**src/verilog/slcr_defs.vh**
```
// constants for the serial link command register block
`ifndef SLCR_DEFS_VH
`define SLCR_DEFS_VH
`define SLCR_CMD_W        16
`define SLCR_BUS_W        32
`define SLCR_NCH          8
`define SLCR_BIT_WRITE    15
`define SLCR_BIT_ROMRST   14
`define SLCR_BIT_REQ      13
`define SLCR_BIT_TRIG     12
`define SLCR_BIT_SS       11
`define SLCR_BIT_IGNORE   31
`define SLCR_TYPE_HI      10
`define SLCR_TYPE_LO      8
`define SLCR_TYPE_STOP    3'h0
`define SLCR_TYPE_NORMAL  3'h1
`define SLCR_TYPE_SETUP   3'h7
`define SLCR_HALT_ALL     16'h0800
`define SLCR_CMD_IDLE     16'h0000
`define SLCR_MASK_NONE    8'h00
`define SLCR_TMO_CYC      16'h0100
`define SLCR_CNT_ZERO     16'h0000
`define SLCR_CNT_ONE      16'h0001
`endif

```
**src/verilog/slcr_chan_tracker.v**
```verilog
// per-channel transfer tracker with timeout
`default_nettype none
module slcr_chan_tracker (
    input  wire        core_clk,
    input  wire        rst,
    input  wire        start,
    input  wire [7:0]  mask,
    input  wire [7:0]  done_in,
    output reg         busy_r,
    output reg  [7:0]  fail_r
);
`include "slcr_defs.vh"
    reg [7:0]  pend_r;
    reg [15:0] cnt_r;
    // track pending channels until all done or timeout
    always @(posedge core_clk) begin
        if (rst) begin
            pend_r <= `SLCR_MASK_NONE;
            cnt_r  <= `SLCR_CNT_ZERO;
            busy_r <= 1'b0;
            fail_r <= `SLCR_MASK_NONE;
        end else if (start) begin
            pend_r <= mask;
            cnt_r  <= `SLCR_TMO_CYC;
            busy_r <= 1'b1;
            fail_r <= `SLCR_MASK_NONE;
        end else if (busy_r) begin
            pend_r <= pend_r & ~done_in;
            cnt_r  <= cnt_r - `SLCR_CNT_ONE;
            if ((pend_r & ~done_in) == `SLCR_MASK_NONE) begin
                busy_r <= 1'b0;
            end else if (cnt_r == `SLCR_CNT_ONE) begin
                busy_r <= 1'b0;
                fail_r <= pend_r & ~done_in;
            end
        end
    end
endmodule
`default_nettype wire

```
**src/verilog/slcr_top.v**
```verilog
// command register and decoder for the serial link processor
//
// Function
// - 16-bit command, low part of 32-bit word
// - bit 15 marks a data write
// - bit 14 resets processor, loads program
// - bit 13 is the request flag
// - bit 12 triggers process-data transfer
// - start/stop type 000 stops masked channels
// - type 001 starts masked channels normally
// - type 111 starts masked channels in setup
// - low eight bits select channels
// - command runs as soon as written
// - register clears to zero when done
// - busy read returns the command in progress; other writes are dropped
// - halt-every-channel accepted even while busy
// - writes with bit 31 high are discarded
// - 0x0800 resets all per-channel variables
// - transfer completes when all done or timed out
`default_nettype none
module slcr_top (
    input  wire        core_clk,
    input  wire        rst,
    input  wire        cmd_wr,
    input  wire [31:0] cmd_wdata,
    output wire [31:0] cmd_rdata,
    input  wire [7:0]  xfer_done,
    input  wire        param_ack,
    output reg  [7:0]  chan_run_r,
    output reg  [7:0]  chan_setup_r,
    output reg         chan_vars_clr_r,
    output reg  [7:0]  xfer_req_r,
    output reg         param_req_r,
    output reg         param_write_r,
    output reg  [12:0] param_addr_r,
    output reg         proc_reset_r,
    output reg         rom_load_r,
    output reg  [7:0]  xfer_fail_r
);
`include "slcr_defs.vh"
    localparam ST_IDLE  = 2'd0;
    localparam ST_EXEC  = 2'd1;
    localparam ST_XFER  = 2'd2;
    localparam ST_PARAM = 2'd3;

    reg  [15:0] link_command_r;
    reg  [1:0]  state_r;
    reg  [7:0]  dsync1_r;
    reg  [7:0]  dsync2_r;
    reg         ack1_r;
    reg         ack2_r;
    reg         trk_start_r;
    wire        trk_busy;
    wire [7:0]  trk_fail;
    wire        accept;
    wire        halt_all;
    wire [7:0]  cmd_mask;
    wire [2:0]  cmd_type;

    // ******************************
    // host register access
    // ******************************

    assign cmd_rdata = {`SLCR_CMD_IDLE, link_command_r};
    assign halt_all = cmd_wr && !cmd_wdata[`SLCR_BIT_IGNORE] &&
                      (cmd_wdata[15:0] == `SLCR_HALT_ALL);
    assign accept   = cmd_wr && !cmd_wdata[`SLCR_BIT_IGNORE];
    // mask and type fields of the stored command
    assign cmd_mask = link_command_r[7:0];
    assign cmd_type = link_command_r[`SLCR_TYPE_HI:`SLCR_TYPE_LO];

    // ******************************
    // input synchronisers
    // ******************************

    // external done and ack pass two flops
    always @(posedge core_clk) begin
        if (rst) begin
            dsync1_r <= `SLCR_MASK_NONE;
            dsync2_r <= `SLCR_MASK_NONE;
            ack1_r   <= 1'b0;
            ack2_r   <= 1'b0;
        end else begin
            dsync1_r <= xfer_done;
            dsync2_r <= dsync1_r;
            ack1_r   <= param_ack;
            ack2_r   <= ack1_r;
        end
    end

    // ******************************
    // command execution
    // ******************************

    // decode and run commands
    always @(posedge core_clk) begin
        if (rst) begin
            link_command_r  <= `SLCR_CMD_IDLE;
            state_r         <= ST_IDLE;
            chan_run_r      <= `SLCR_MASK_NONE;
            chan_setup_r    <= `SLCR_MASK_NONE;
            chan_vars_clr_r <= 1'b0;
            xfer_req_r      <= `SLCR_MASK_NONE;
            param_req_r     <= 1'b0;
            param_write_r   <= 1'b0;
            param_addr_r    <= 13'h0000;
            proc_reset_r    <= 1'b0;
            rom_load_r      <= 1'b0;
            trk_start_r     <= 1'b0;
            xfer_fail_r     <= `SLCR_MASK_NONE;
        end else begin
            chan_vars_clr_r <= 1'b0;
            proc_reset_r    <= 1'b0;
            trk_start_r     <= 1'b0;
            if (halt_all) begin
                link_command_r  <= `SLCR_CMD_IDLE;
                chan_run_r      <= `SLCR_MASK_NONE;
                chan_setup_r    <= `SLCR_MASK_NONE;
                chan_vars_clr_r <= 1'b1;
                xfer_req_r      <= `SLCR_MASK_NONE;
                param_req_r     <= 1'b0;
                state_r         <= ST_IDLE;
            end else if (accept && state_r == ST_IDLE) begin
                link_command_r <= cmd_wdata[15:0];
                state_r        <= ST_EXEC;
            end else begin
                case (state_r)
                    ST_EXEC: begin
                        if (link_command_r[`SLCR_BIT_ROMRST]) begin
                            proc_reset_r <= 1'b1;
                            rom_load_r   <= 1'b1;
                            chan_run_r   <= `SLCR_MASK_NONE;
                            state_r      <= ST_IDLE;
                            link_command_r <= `SLCR_CMD_IDLE;
                        end else if (link_command_r[`SLCR_BIT_REQ]) begin
                            param_req_r   <= 1'b1;
                            param_write_r <=
                                link_command_r[`SLCR_BIT_WRITE];
                            param_addr_r  <= link_command_r[12:0];
                            state_r       <= ST_PARAM;
                        end else if (link_command_r[`SLCR_BIT_TRIG]) begin
                            xfer_req_r  <= cmd_mask;
                            trk_start_r <= 1'b1;
                            state_r     <= ST_XFER;
                        end else begin
                            if (link_command_r[`SLCR_BIT_SS]) begin
                                case (cmd_type)
                                    `SLCR_TYPE_STOP: begin
                                        chan_run_r <= chan_run_r &
                                            ~cmd_mask;
                                        chan_setup_r <= chan_setup_r &
                                            ~cmd_mask;
                                    end
                                    `SLCR_TYPE_NORMAL: begin
                                        chan_run_r <= chan_run_r |
                                            cmd_mask;
                                        chan_setup_r <= chan_setup_r &
                                            ~cmd_mask;
                                    end
                                    `SLCR_TYPE_SETUP: begin
                                        chan_run_r <= chan_run_r |
                                            cmd_mask;
                                        chan_setup_r <= chan_setup_r |
                                            cmd_mask;
                                    end
                                    default: begin
                                        chan_run_r <= chan_run_r;
                                    end
                                endcase
                            end
                            link_command_r <= `SLCR_CMD_IDLE;
                            state_r        <= ST_IDLE;
                        end
                    end
                    ST_XFER: begin
                        // wait for all done or timeout
                        if (!trk_start_r && !trk_busy) begin
                            xfer_req_r     <= `SLCR_MASK_NONE;
                            xfer_fail_r    <= trk_fail;
                            link_command_r <= `SLCR_CMD_IDLE;
                            state_r        <= ST_IDLE;
                        end
                    end
                    ST_PARAM: begin
                        if (ack2_r) begin
                            param_req_r    <= 1'b0;
                            link_command_r <= `SLCR_CMD_IDLE;
                            state_r        <= ST_IDLE;
                        end
                    end
                    default: begin
                        state_r <= ST_IDLE;
                    end
                endcase
            end
        end
    end

    // transfer completion tracker
    slcr_chan_tracker u_trk (
        .core_clk (core_clk),
        .rst      (rst),
        .start    (trk_start_r),
        .mask     (xfer_req_r),
        .done_in  (dsync2_r),
        .busy_r   (trk_busy),
        .fail_r   (trk_fail)
    );
endmodule
`default_nettype wire

```
**config.mk**
```make
export PLATFORM = sky130hd
export DESIGN_NAME = slcr_top
export DESIGN_NICKNAME = d
export VERILOG_FILES = /design/src/verilog/slcr_chan_tracker.v /design/src/verilog/slcr_top.v
export VERILOG_INCLUDE_DIRS = /design/src /design/src/verilog
export SDC_FILE = /design/constraint.sdc
export NUM_CORES = 1
export LEC_CHECK = 0
export ABC_AREA = 1
export BUFFER_PORTS_ARGS = -buffer_cell sky130_fd_sc_hd__buf_2
export CAP_MARGIN = 0
export CORE_UTILIZATION = 56
export CTS_BUF_LIST = sky130_fd_sc_hd__clkbuf_4 sky130_fd_sc_hd__clkbuf_8
export DETAILED_ROUTE_END_ITERATION = 6
export GPL_TIMING_DRIVEN = 0
export PLACE_DENSITY = 0.82
export SETUP_SLACK_MARGIN = 0.4
export SLEW_MARGIN = 20
export SYNTH_ARGS = -nofsm -noshare
export SYNTH_HDL_FRONTEND = slang
export SYNTH_HIERARCHICAL = 1
export SYNTH_SLANG_ARGS = --single-unit
```
**constraint.sdc**
```tcl
create_clock -name core_clk -period 2.2 [get_ports core_clk]
set_input_delay 0.66 -clock core_clk [delete_from_list [all_inputs] [get_ports core_clk]]
set_output_delay 0.66 -clock core_clk [all_outputs]
set_load 0.01 [all_outputs]
```
Yosys cells after proc, flatten, opt, wreduce, memory -nomap -nowiden
Index checks and enable logic that the tools add are counted.

Bits in registers: 120. Input bits: 44. Logic and storage cells: 136. Output and inout bits: 82.

Bitwise operators: 14. Add/sub/neg operators: 1. Mux-type cells: 40. Equal/unequal tests: 19. Reduce and logical (&&, ||, !) cells: 37.

Operator list (number): two-way mux 16 bit (6); two-way mux 8 bit (10); one-hot mux 16 bit (3 select lines) (1); one-hot mux 8 bit (2 select lines) (3); AND 8 bit (3); two-way mux 9 bit (2); == test 16 x 1 -> 1 bit, second input constant (1); == test 16 x 12 -> 1 bit, second input constant (1); NOT 8 bit (2); bitwise OR 8 bit (2); subtractor 16 x 1 -> 16 bit, second input constant (1); AND reduction 5 bit (3); != test 2 bit, second input constant (6); AND reduction 4 bit (3); AND reduction 6 bit (2); two-way mux 1 bit (11); two-way mux 2 bit (5); nonzero test 2 bit (5); logical NOT 8 bit (1); != test 4 bit, second input constant (2); OR reduction 2 bit (4); NOT 1 bit (7); AND reduction 7 bit (1); != test 3 bit, second input constant (2); other kinds (18) (27).

Logic depth before layout (Yosys ltp)
Gate-level depths: netlist of run 1.

Depth after elaboration: 7. Depth in mapped cells: 10. Depth with buffers taken out: 10.

By module
The synthesis of run 1 kept the hierarchy.

By module, submodules not included: slcr_top (area an instance 4002.6 um2, cells each 572, seq. area each 1741.7 um2, times used 1); slcr_chan_tracker (area an instance 1682.9 um2, cells each 252, seq. area each 660.6 um2, times used 1).

Worst setup path after synthesis of run 1
No wires, ideal clock.

Path type: input port to flip-flop. Start point: input cmd_wdata[12]. End point: register rom_load_r. Buffers on the path: 1. Slack: 0.533 ns. Cell stages on the path: 8. Library setup time: 0.113 ns. Arrival time: 1.553 ns. Data required time: 2.087 ns. Path through: or2_1 -> nor2_2 -> nand3_4 -> nand2_4 -> inv_2 -> buf_6 -> nand3_2 -> nand2_1.

Word-level cells in the longest chain between the ends: 4.

RTL lines: from (decl) (line slcr_top.v:25) `input wire [31:0] cmd_wdata,`; == test 16 x 12 -> 1 bit (no line); logical AND 1 bit (line slcr_top.v:65) `` assign halt_all = cmd_wr && !cmd_wdata[`SLCR_BIT_IGNORE] && ``; NOT 1 bit (no line); AND reduction 4 bit (no line); to (signal assigned) (line slcr_top.v:108) `rom_load_r <= 1'b0;`; to (signal assigned) (line slcr_top.v:131) `rom_load_r <= 1'b1;`; to (decl) (line slcr_top.v:37) `output reg rom_load_r,`.

No other way between the ends. A chain may end at the register's enable or synchronous reset.

Final worst setup path of run 1
Start point: register link_command_r[13]. End point: output cmd_rdata[13].

RTL lines: from (decl) (line slcr_top.v:46) `reg [15:0] link_command_r;`; from (signal assigned) (line slcr_top.v:98) `` link_command_r <= `SLCR_CMD_IDLE; ``; from (signal assigned) (line slcr_top.v:116) `` link_command_r <= `SLCR_CMD_IDLE; ``; from (signal assigned) (line slcr_top.v:124) `link_command_r <= cmd_wdata[15:0];`; to (decl) (line slcr_top.v:26) `output wire [31:0] cmd_rdata,`.

No word-level cell between the ends.

==> results of run 1 <==
-- worst max-delay path by stage --
| stage | cells after the start | to | slack [ns] | startpoint |
|---|---|---|---|---|
| 3_3_place_gp | 5 | u_trk/cnt_r[5]$_SDFFE_PP0P_ | 0.14 | rst |
| 5_1_grt | 9 | link_command_r[6]$_SDFFE_PP0P_ | 0.34 | state_r[0]$_SDFFE_PP0P_ |
| 2_1_floorplan | 8 | rom_load_r$_SDFFE_PP0P_ | 0.53 | cmd_wdata[12] |
| 4_1_cts | 1 | cmd_rdata[4] | 0.40 | link_command_r[4]$_SDFFE_PP0P_ |
| 6_report | 1 | cmd_rdata[13] | 0.44 | link_command_r[13]$_SDFFE_PP0P_ |
| 3_5_place_dp | 5 | u_trk/cnt_r[5]$_SDFFE_PP0P_ | 0.10 | rst |
-- cell type report --
cell class	count	area [sq um]
fill	853	2910
multi-input combinational	522	2500
sequential	120	2410
inverter	156	589
timing repair buffer	100	528
buffer	41	283
clock buffer	17	234
clock inverter	15	191
tap	133	166
-- metrics by stage --
| step | cells | total power, mW | cell area [sq um] | setup WS [ns] |
|---|---|---|---|---|
| after floorplan | 839 | 2.50 | 5740 | 0.533 |
| after global routing | 1104 | 4.85 | 6910 | 0.340 |
| after global placement | 1066 | 2.60 | 6380 | 0.140 |
| final | 1104 | 4.68 | 6910 | 0.444 |
| after detailed placement | 1066 | 2.60 | 6380 | 0.103 |
| after CTS | 1098 | 4.68 | 6810 | 0.403 |
-- state kept, by name, summed over array words and instances (netlist names), 2 cells and up, named ones only --
signal          cells
dsync1_r            8
link_command_r     16
xfer_fail_r         8
state_r             2
u_trk/cnt_r        16
dsync2_r            8
chan_run_r          8
u_trk/pend_r        8
u_trk/fail_r        8
xfer_req_r          8
param_addr_r       13
-- metal layers --
layer  wire length [microns]  vias up
li1                        -     2779
met5                       0        -
met1                    6310     2390
met3                     933       23
met2                    6020      209
met4                     214        0
-- where the power goes --
part,switching [mW],internal (mW)
sequential,0.0332,2.21
combinational,0.208,0.127
clock,0.960,1.14
-- timing repair --
item	in CTS	in global routing
pin swaps	0	1
setup endpoints to repair	25	49
gates resized for setup	4	17
setup buffers	0	6
-- kinds of logic after synthesis --
| family | Yosys count |
|---|---|
| AOI/OAI and AO/OA | 84 |
| other | 1 |
| buffers and inverters | 197 |
| xor gates and xnor gates | 1 |
| and+or+nand+nor | 414 |
| DFF | 120 |
| adders and majority gates | 7 |
-- worst register-to-register path, cell delays in order (launching register included) --
cell and delay, ns:
dfxtp_2 0.38, inv_1 0.08, ha_1 0.28, o21ai_1 0.19
nand3_1 0.18, nand2_2 0.15, nand2_2 0.10, buf_6 0.15
nand2_1 0.07, a21oi_1 0.06
-- cell usage in the layout, fill, tap and decap left out, drive strengths merged --
cell type  netlist  layout
clkinv           2       7
conb             1      16
nand3b           1       1
bufinv           0       3
dfxtp          120     120
o211ai           1       1
nor3            12      12
nand2          204     204
o21ai           27      27
o22ai            1       1
clkinvlp         0       2
a21oi           46      46
inv            154     159
xor2             1       1
clkbuf           7      24
o2111ai          1       1
and2             1       1
nor2           113     113
buf             34     134
nand3           51      51
a31oi            8       8
or2              2       2
nand4           28      28
ha               7       7
nor3b            2       2
==> metrics.md, run 1 <==
| Metric | Value |
|---|---|
| GRT overflow | `0` |
| Hold Path Class | `reg -> reg` |
| Multiplexer share of the synthesized area | `0%` |
| CTS Buffer Depth | `2` |
| Final period util | `79.8%` |
| Post-Route Utilization | `70.3%` |
| Critical Path Source Type | `flip-flop` |
| Mapped Cells | `824` |
| DRT Pass-1 Iters | `5` |
| Worst-Skew Late Latency | `0.44 ns` |
| Distinct cells, synth | `39` |
| Layout overhead on the synthesized area | `21.5%` |
| Grt met1 use | `36.7%` |
| Post-synth top flop | `dfxtp_1` |
| Asr flop ratio synth | `0%` |
| Setup TNS | `0 ns` |
| Fin. Hold Viols | `0` |
| Site row count | `36` |
| Ranking of synthesized cells by area | `dfxtp_1 42%, nand2_1 13%, inv_1 9.6%` |
| H-tree depth | `4` |
| Syn Area/Cell | `6.90 sq um` |
| Synth Area in Simple Gates | `33.0%` |
| Yosys warnings | `6` |
| Starting density of the core | `57.9%` |
| Grt met3 use | `7.66%` |
| Syn Std Cell Area | `5690 sq um` |
| Via Count | `5401` |
| Clock Skew | `0.0116 ns` |
| Outcome | `finished clean` |
| F_max | `0.570 GHz` |
| Layout cell share with drive strength beyond 1 | `22.9%` |
| Dpl hpwl | `9.53 mm` |
| Worst path max stage delay | `0.46 ns` |
| Max Cap Viol | `0` |
| Crit. End Element | `output port` |
| Io pins | `126` |
| Hold EP | `dsync2_r[7]$_SDFF_PP0_` |
| DR iter-0 viols | `389` |
| Worst-margin pin slew | `0.616 ns` |
| Critical path's top delay family | `flip-flops` |
| Core area | `9820 sq um` |
| Crit path cell chain | `buf_2` |
| Area fraction in compound gates after synthesis | `7.77%` |
| Peak VDD IR | `0.000430 V` |
| Share of the synthesized area in the top cell type | `42.3%` |
| Clock Pin Slew Worst Setup and Hold Paths | `0.08 ns` |
| Post-synth EDFFs | `0` |
| Worst slew margin | `58.8%` |
| Leak | `3.35 nW` |
| Gpl congestion | `0.900` |
| Worst Setup Path Type | `reg -> out` |
| CTS Hold Bufs | `0` |
| Adder-cell share of the synthesized area | `1.54%` |
| Chip width | `103 microns` |
| DRT antenna net count | `0` |
| Hold Startpoint | `dsync1_r[7]$_SDFF_PP0_` |
| Number of synthesized register bits | `120` |
| Reg2Reg Launch Point | `state_r[0]$_SDFFE_PP0P_` |
| Most common library cells after synthesis | `194 x nand2_1, 145 x inv_1, 120 x dfxtp_1, 102 x nor2_1, 46 x a21oi_1` |
| Remaining routing DRC violations | `0` |
| Number of inserted diodes | `0` |
| CP arrival | `1.10 ns` |
| CP max-delay cell | `dfxtp_1` |
| WP data required | `1.54 ns` |
| Root Buffer | `clkbuf_8` |
| Vias/cell | `4.89` |
| Post-Synth XOR/XNOR Area | `0.154%` |
| Sequential fraction of the synthesis area | `42.3%` |
| CTS tree | `built` |
| WL per Instance | `12.2 microns` |
| Minimum hold slack | `0.397 ns` |
| Vias in the first global route | `4524` |
| First-pass GRT wire length | `21.5 mm` |
| Clk sinks | `120` |
| Crit-path max FO | `4` |
| DIE HEIGHT | `103 microns` |
| M2 GR Usage | `40.2%` |
| Minimum clock period | `1.76 ns` |
| I/O Buffers | `94` |
| Buf+Inv Stages, Crit Path | `1` |
| Slew Limit Fails | `0` |
| Worst R2R Path Depth | `9` |
| Top-count cell post-synth | `nand2_1` |
| All-Layer GR Usage | `26.3%` |
| Largest net degree at the start of global routing | `17` |
| Layout Nets | `1009` |
| Cell taking the most area after synthesis | `dfxtp_1` |
| Most used routing layer | `met2` |
| Largest family of logic cells by synthesized area | `simple AND/OR/NAND/NOR gates` |
| Ratio of total power to cell area | `677 nW/um^2` |
| Worst reg2reg setup slack | `0.46 ns` |
| FF-to-FF End | `link_command_r[8]$_SDFFE_PP0P_` |
| Hold depth | `2` |
| Antenna violations before repair | `0` |
| Final setup viols | `0` |
| RSZ-0062 raised after global routing | `yes` |
| Total CTS buffers | `17` |
| Die area | `10600 sq um` |
| Detailed Route WL | `13.5 mm` |
No activity file was read; power rests on OpenSTA's default activity.
==> run 2, diff against run 1 <==
--- a/config.mk
+++ b/config.mk
@@ -9,11 +9,11 @@
 export ABC_AREA = 1
 export BUFFER_PORTS_ARGS = -buffer_cell sky130_fd_sc_hd__buf_2
 export CAP_MARGIN = 0
-export CORE_UTILIZATION = 56
+export CORE_UTILIZATION = 51
 export CTS_BUF_LIST = sky130_fd_sc_hd__clkbuf_4 sky130_fd_sc_hd__clkbuf_8
 export DETAILED_ROUTE_END_ITERATION = 6
 export GPL_TIMING_DRIVEN = 0
-export PLACE_DENSITY = 0.82
+export PLACE_DENSITY = 0.79
 export SETUP_SLACK_MARGIN = 0.4
 export SLEW_MARGIN = 20
 export SYNTH_ARGS = -nofsm -noshare
==> constraint.sdc (replaced) <==
create_clock -name core_clk -period 1.41 [get_ports core_clk]
set_input_delay 0.423 -clock core_clk [delete_from_list [all_inputs] [get_ports core_clk]]
set_output_delay 0.423 -clock core_clk [all_outputs]
set_load 0.01 [all_outputs]
==> run 2 against run 1 <==
The run now ends with design-rule violations, negative setup slack left. Clock-buffer cell count up 3. Wire length up 110%. Power up 76%. Utilization up 16 points. Cell area up 36%. Sequential share of layout area down 7.6 points. Critical path depth up 9. Hold slack worse by 0.23 ns. Register-to-register slack worse by 1.2 ns. Cell count up 8.6%. Combinational power rose to 2.9 times the previous value.
==> metrics.md, run 2 (synthesis results as in run 1) <==
| Metric | Value |
|---|---|
| Detailed Route WL | `28.4 mm` |
| Crit. End Element | `flip-flop` |
| DIE HEIGHT | `108 microns` |
| Worst R2R Path Depth | `10` |
| Layout Nets | `1098` |
| Failing checks | `design-rule violations, negative setup slack` |
| CTS Hold Bufs | `0` |
| Worst slew margin | `52.0%` |
| Layout overhead on the synthesized area | `64.7%` |
| Final setup viols | `76` |
| CP arrival | `2.44 ns` |
| Clock Pin Slew Worst Setup and Hold Paths | `0.09 ns` |
| Most frequent cells in the layout | `141 x nand2_1, 118 x inv_1, 102 x buf_6, 83 x buf_4, 80 x nor2_1` |
| Max Cap Viol | `0` |
| DRT Pass-1 Iters | `7` |
| Remaining routing DRC violations | `63` |
| Ratio of total power to cell area | `878 nW/um^2` |
| Core area | `10800 sq um` |
| Via Count | `7525` |
| DR iter-0 viols | `1343` |
| Die area | `11600 sq um` |
| Site row count | `38` |
| First-pass GRT wire length | `29.8 mm` |
| Critical Path Source Type | `flip-flop` |
| Layout cell share with drive strength beyond 1 | `53.8%` |
| Register area | `2560 sq um` |
| Hold Startpoint | `xfer_done[7]` |
| Worst-margin pin slew | `0.720 ns` |
| Number of inserted diodes | `0` |
| P_int | `5.99 mW` |
| Worst slack, placed | `-0.356 ns` |
| Commonest non-fill, non-tap cell in the layout | `nand2_1` |
| Crit-path max FO | `8` |
| Crit path launch | `state_r[0]$_SDFFE_PP0P_` |
| All-Layer GR Usage | `33.8%` |
| Final worst slack | `-0.700 ns` |
| Fin. Hold Viols | `0` |
| Minimum hold slack | `0.164 ns` |
| I/O Buffers | `94` |
| Sw Share | `27.1%` |
| Gpl congestion | `0.882` |
| Peak VDD IR | `0.000851 V` |
| Seq pwr share | `42.1%` |
| Combinational power share | `11.7%` |
| Total CTS buffers | `17` |
| WL per Instance | `23.7 microns` |
| Post-Route Utilization | `86.4%` |
| Clk sinks | `120` |
| DRT antenna net count | `0` |
| H-tree depth | `4` |
| Outcome | `complete, but fails checks` |
| Root Buffer | `clkbuf_8` |
| # fillers | `475` |
| Final period util | `150%` |
| Reg2Reg Launch Point | `state_r[0]$_SDFFE_PP0P_` |
| Starting density of the core | `52.4%` |
| Chip width | `108 microns` |
| Clock Skew | `0.0166 ns` |
| Minimum clock period | `2.11 ns` |
| Antenna violations before repair | `1` |
| Slew Limit Fails | `0` |
| Largest regs | `link_command_r (16), u_trk/cnt_r (16), param_addr_r (13)` |
| RSZ-0062 raised after global routing | `yes` |
| Worst-Skew Late Latency | `0.47 ns` |
| Vias in the first global route | `6052` |
| Power share of the clock group | `46.2%` |
| Largest net degree at the start of global routing | `17` |
| CTS Buffer Depth | `2` |
| Leak | `4.09 nW` |
| GRT overflow | `0` |
| CTS tree | `built` |
| F_max | `0.474 GHz` |
| Net Sw Power | `2.23 mW` |
| Hold Path Class | `in -> reg` |
| Vias/cell | `6.28` |
| Io pins | `126` |
| WP data required | `1.74 ns` |
| Worst Setup Path Type | `reg -> reg` |
| Dpl hpwl | `9.80 mm` |
| Multi-input logic area | `3390 sq um` |
| Worst reg2reg setup slack | `-0.70 ns` |
==> run 2: cell types whose count changed in the layout (fill, tap and decap cells not counted), moves of 30 or more <==
cell	previous run	this run
a21oi_2	0	31
buf_4	25	83
a21oi_1	46	15
nand2_2	9	47
dfxtp_1	110	42
nand3_1	45	15
buf_6	4	102
dfxtp_2	10	53
nand2_1	192	141
buf_2	104	31
==> run 2: layout make-up <==
cell class | instances | area share (%)
Buffer | 41 | 3.83
Clock buffer | 20 | 2.87
Clock inverter | 11 | 2.08
Inverter | 156 | 7.00
Multi-Input combinational cell | 523 | 36.2
Sequential cell | 120 | 27.4
Tap cell | 140 | 1.87
Timing Repair Buffer | 188 | 18.8
==> run 2: power groups by stage <==
stage / combinational [mW] / sequential (mW) / clock (mW)
final: 0.958 / 3.46 / 3.80
after global routing: 0.975 / 3.46 / 3.90
after CTS: 0.707 / 3.46 / 3.61
after floorplan: 0.355 / 3.56 / 0
after detailed placement: 0.516 / 3.56 / 0
after global placement: 0.514 / 3.56 / 0
==> run 2: through the flow <==
stage	setup TNS [ns]	cell area, sq um	instances	power [mW]
floorplan	-0.459	5970	839	3.91
global placement	-15.63	6620	1073	4.08
detailed placement	-16.38	6620	1073	4.08
CTS	-1.53	8390	1159	7.77
global route	-17.07	9360	1199	8.34
finish	-15.93	9360	1199	8.22
==> run 2: worst min-delay path by stage <==
stage	cells after the start	to	slack (ns)
3_3_place_gp	2	dsync2_r[7]$_SDFF_PP0_	0.39
6_report	3	dsync1_r[7]$_SDFF_PP0_	0.16
5_1_grt	3	dsync1_r[5]$_SDFF_PP0_	0.18
4_1_cts	3	dsync1_r[7]$_SDFF_PP0_	0.17
2_1_floorplan	2	ack2_r$_SDFF_PP0_	0.39
3_5_place_dp	2	dsync2_r[6]$_SDFF_PP0_	0.40
==> run 2: timing repair <==
item | CTS | global route
endpoints found under the setup margin | 163 | 168
endpoints found under the hold margin | 0 | 0
pin swaps | 58 | 50
cloned | 5 | 1
buffers inserted | 50 | 39
gates resized for setup | 248 | 193
==> run 2: metal layers <==
metal | track usage (%) | part of all wire, % | wire (microns) | up-vias
met2 | 56.6 | 43 | 12200 | 863
met4 | 20.0 | 11 | 3080 | 0
met3 | 8.84 | 13 | 3790 | 347
met5 | 0 | 0 | 0 | -
li1 | - | - | - | 2969
met1 | 38.6 | 33 | 9360 | 3346
==> run 2: critical path: stages (launching register included) <==
cell	delay, ns
dfxtp_4	0.38
inv_4	0.10
ha_4	0.18
nand3_4	0.15
nand2_4	0.17
nor2_4	0.05
nand2_4	0.13
buf_12	0.16
nor2_1	0.08
o21ai_1	0.49
nor2_1	0.07
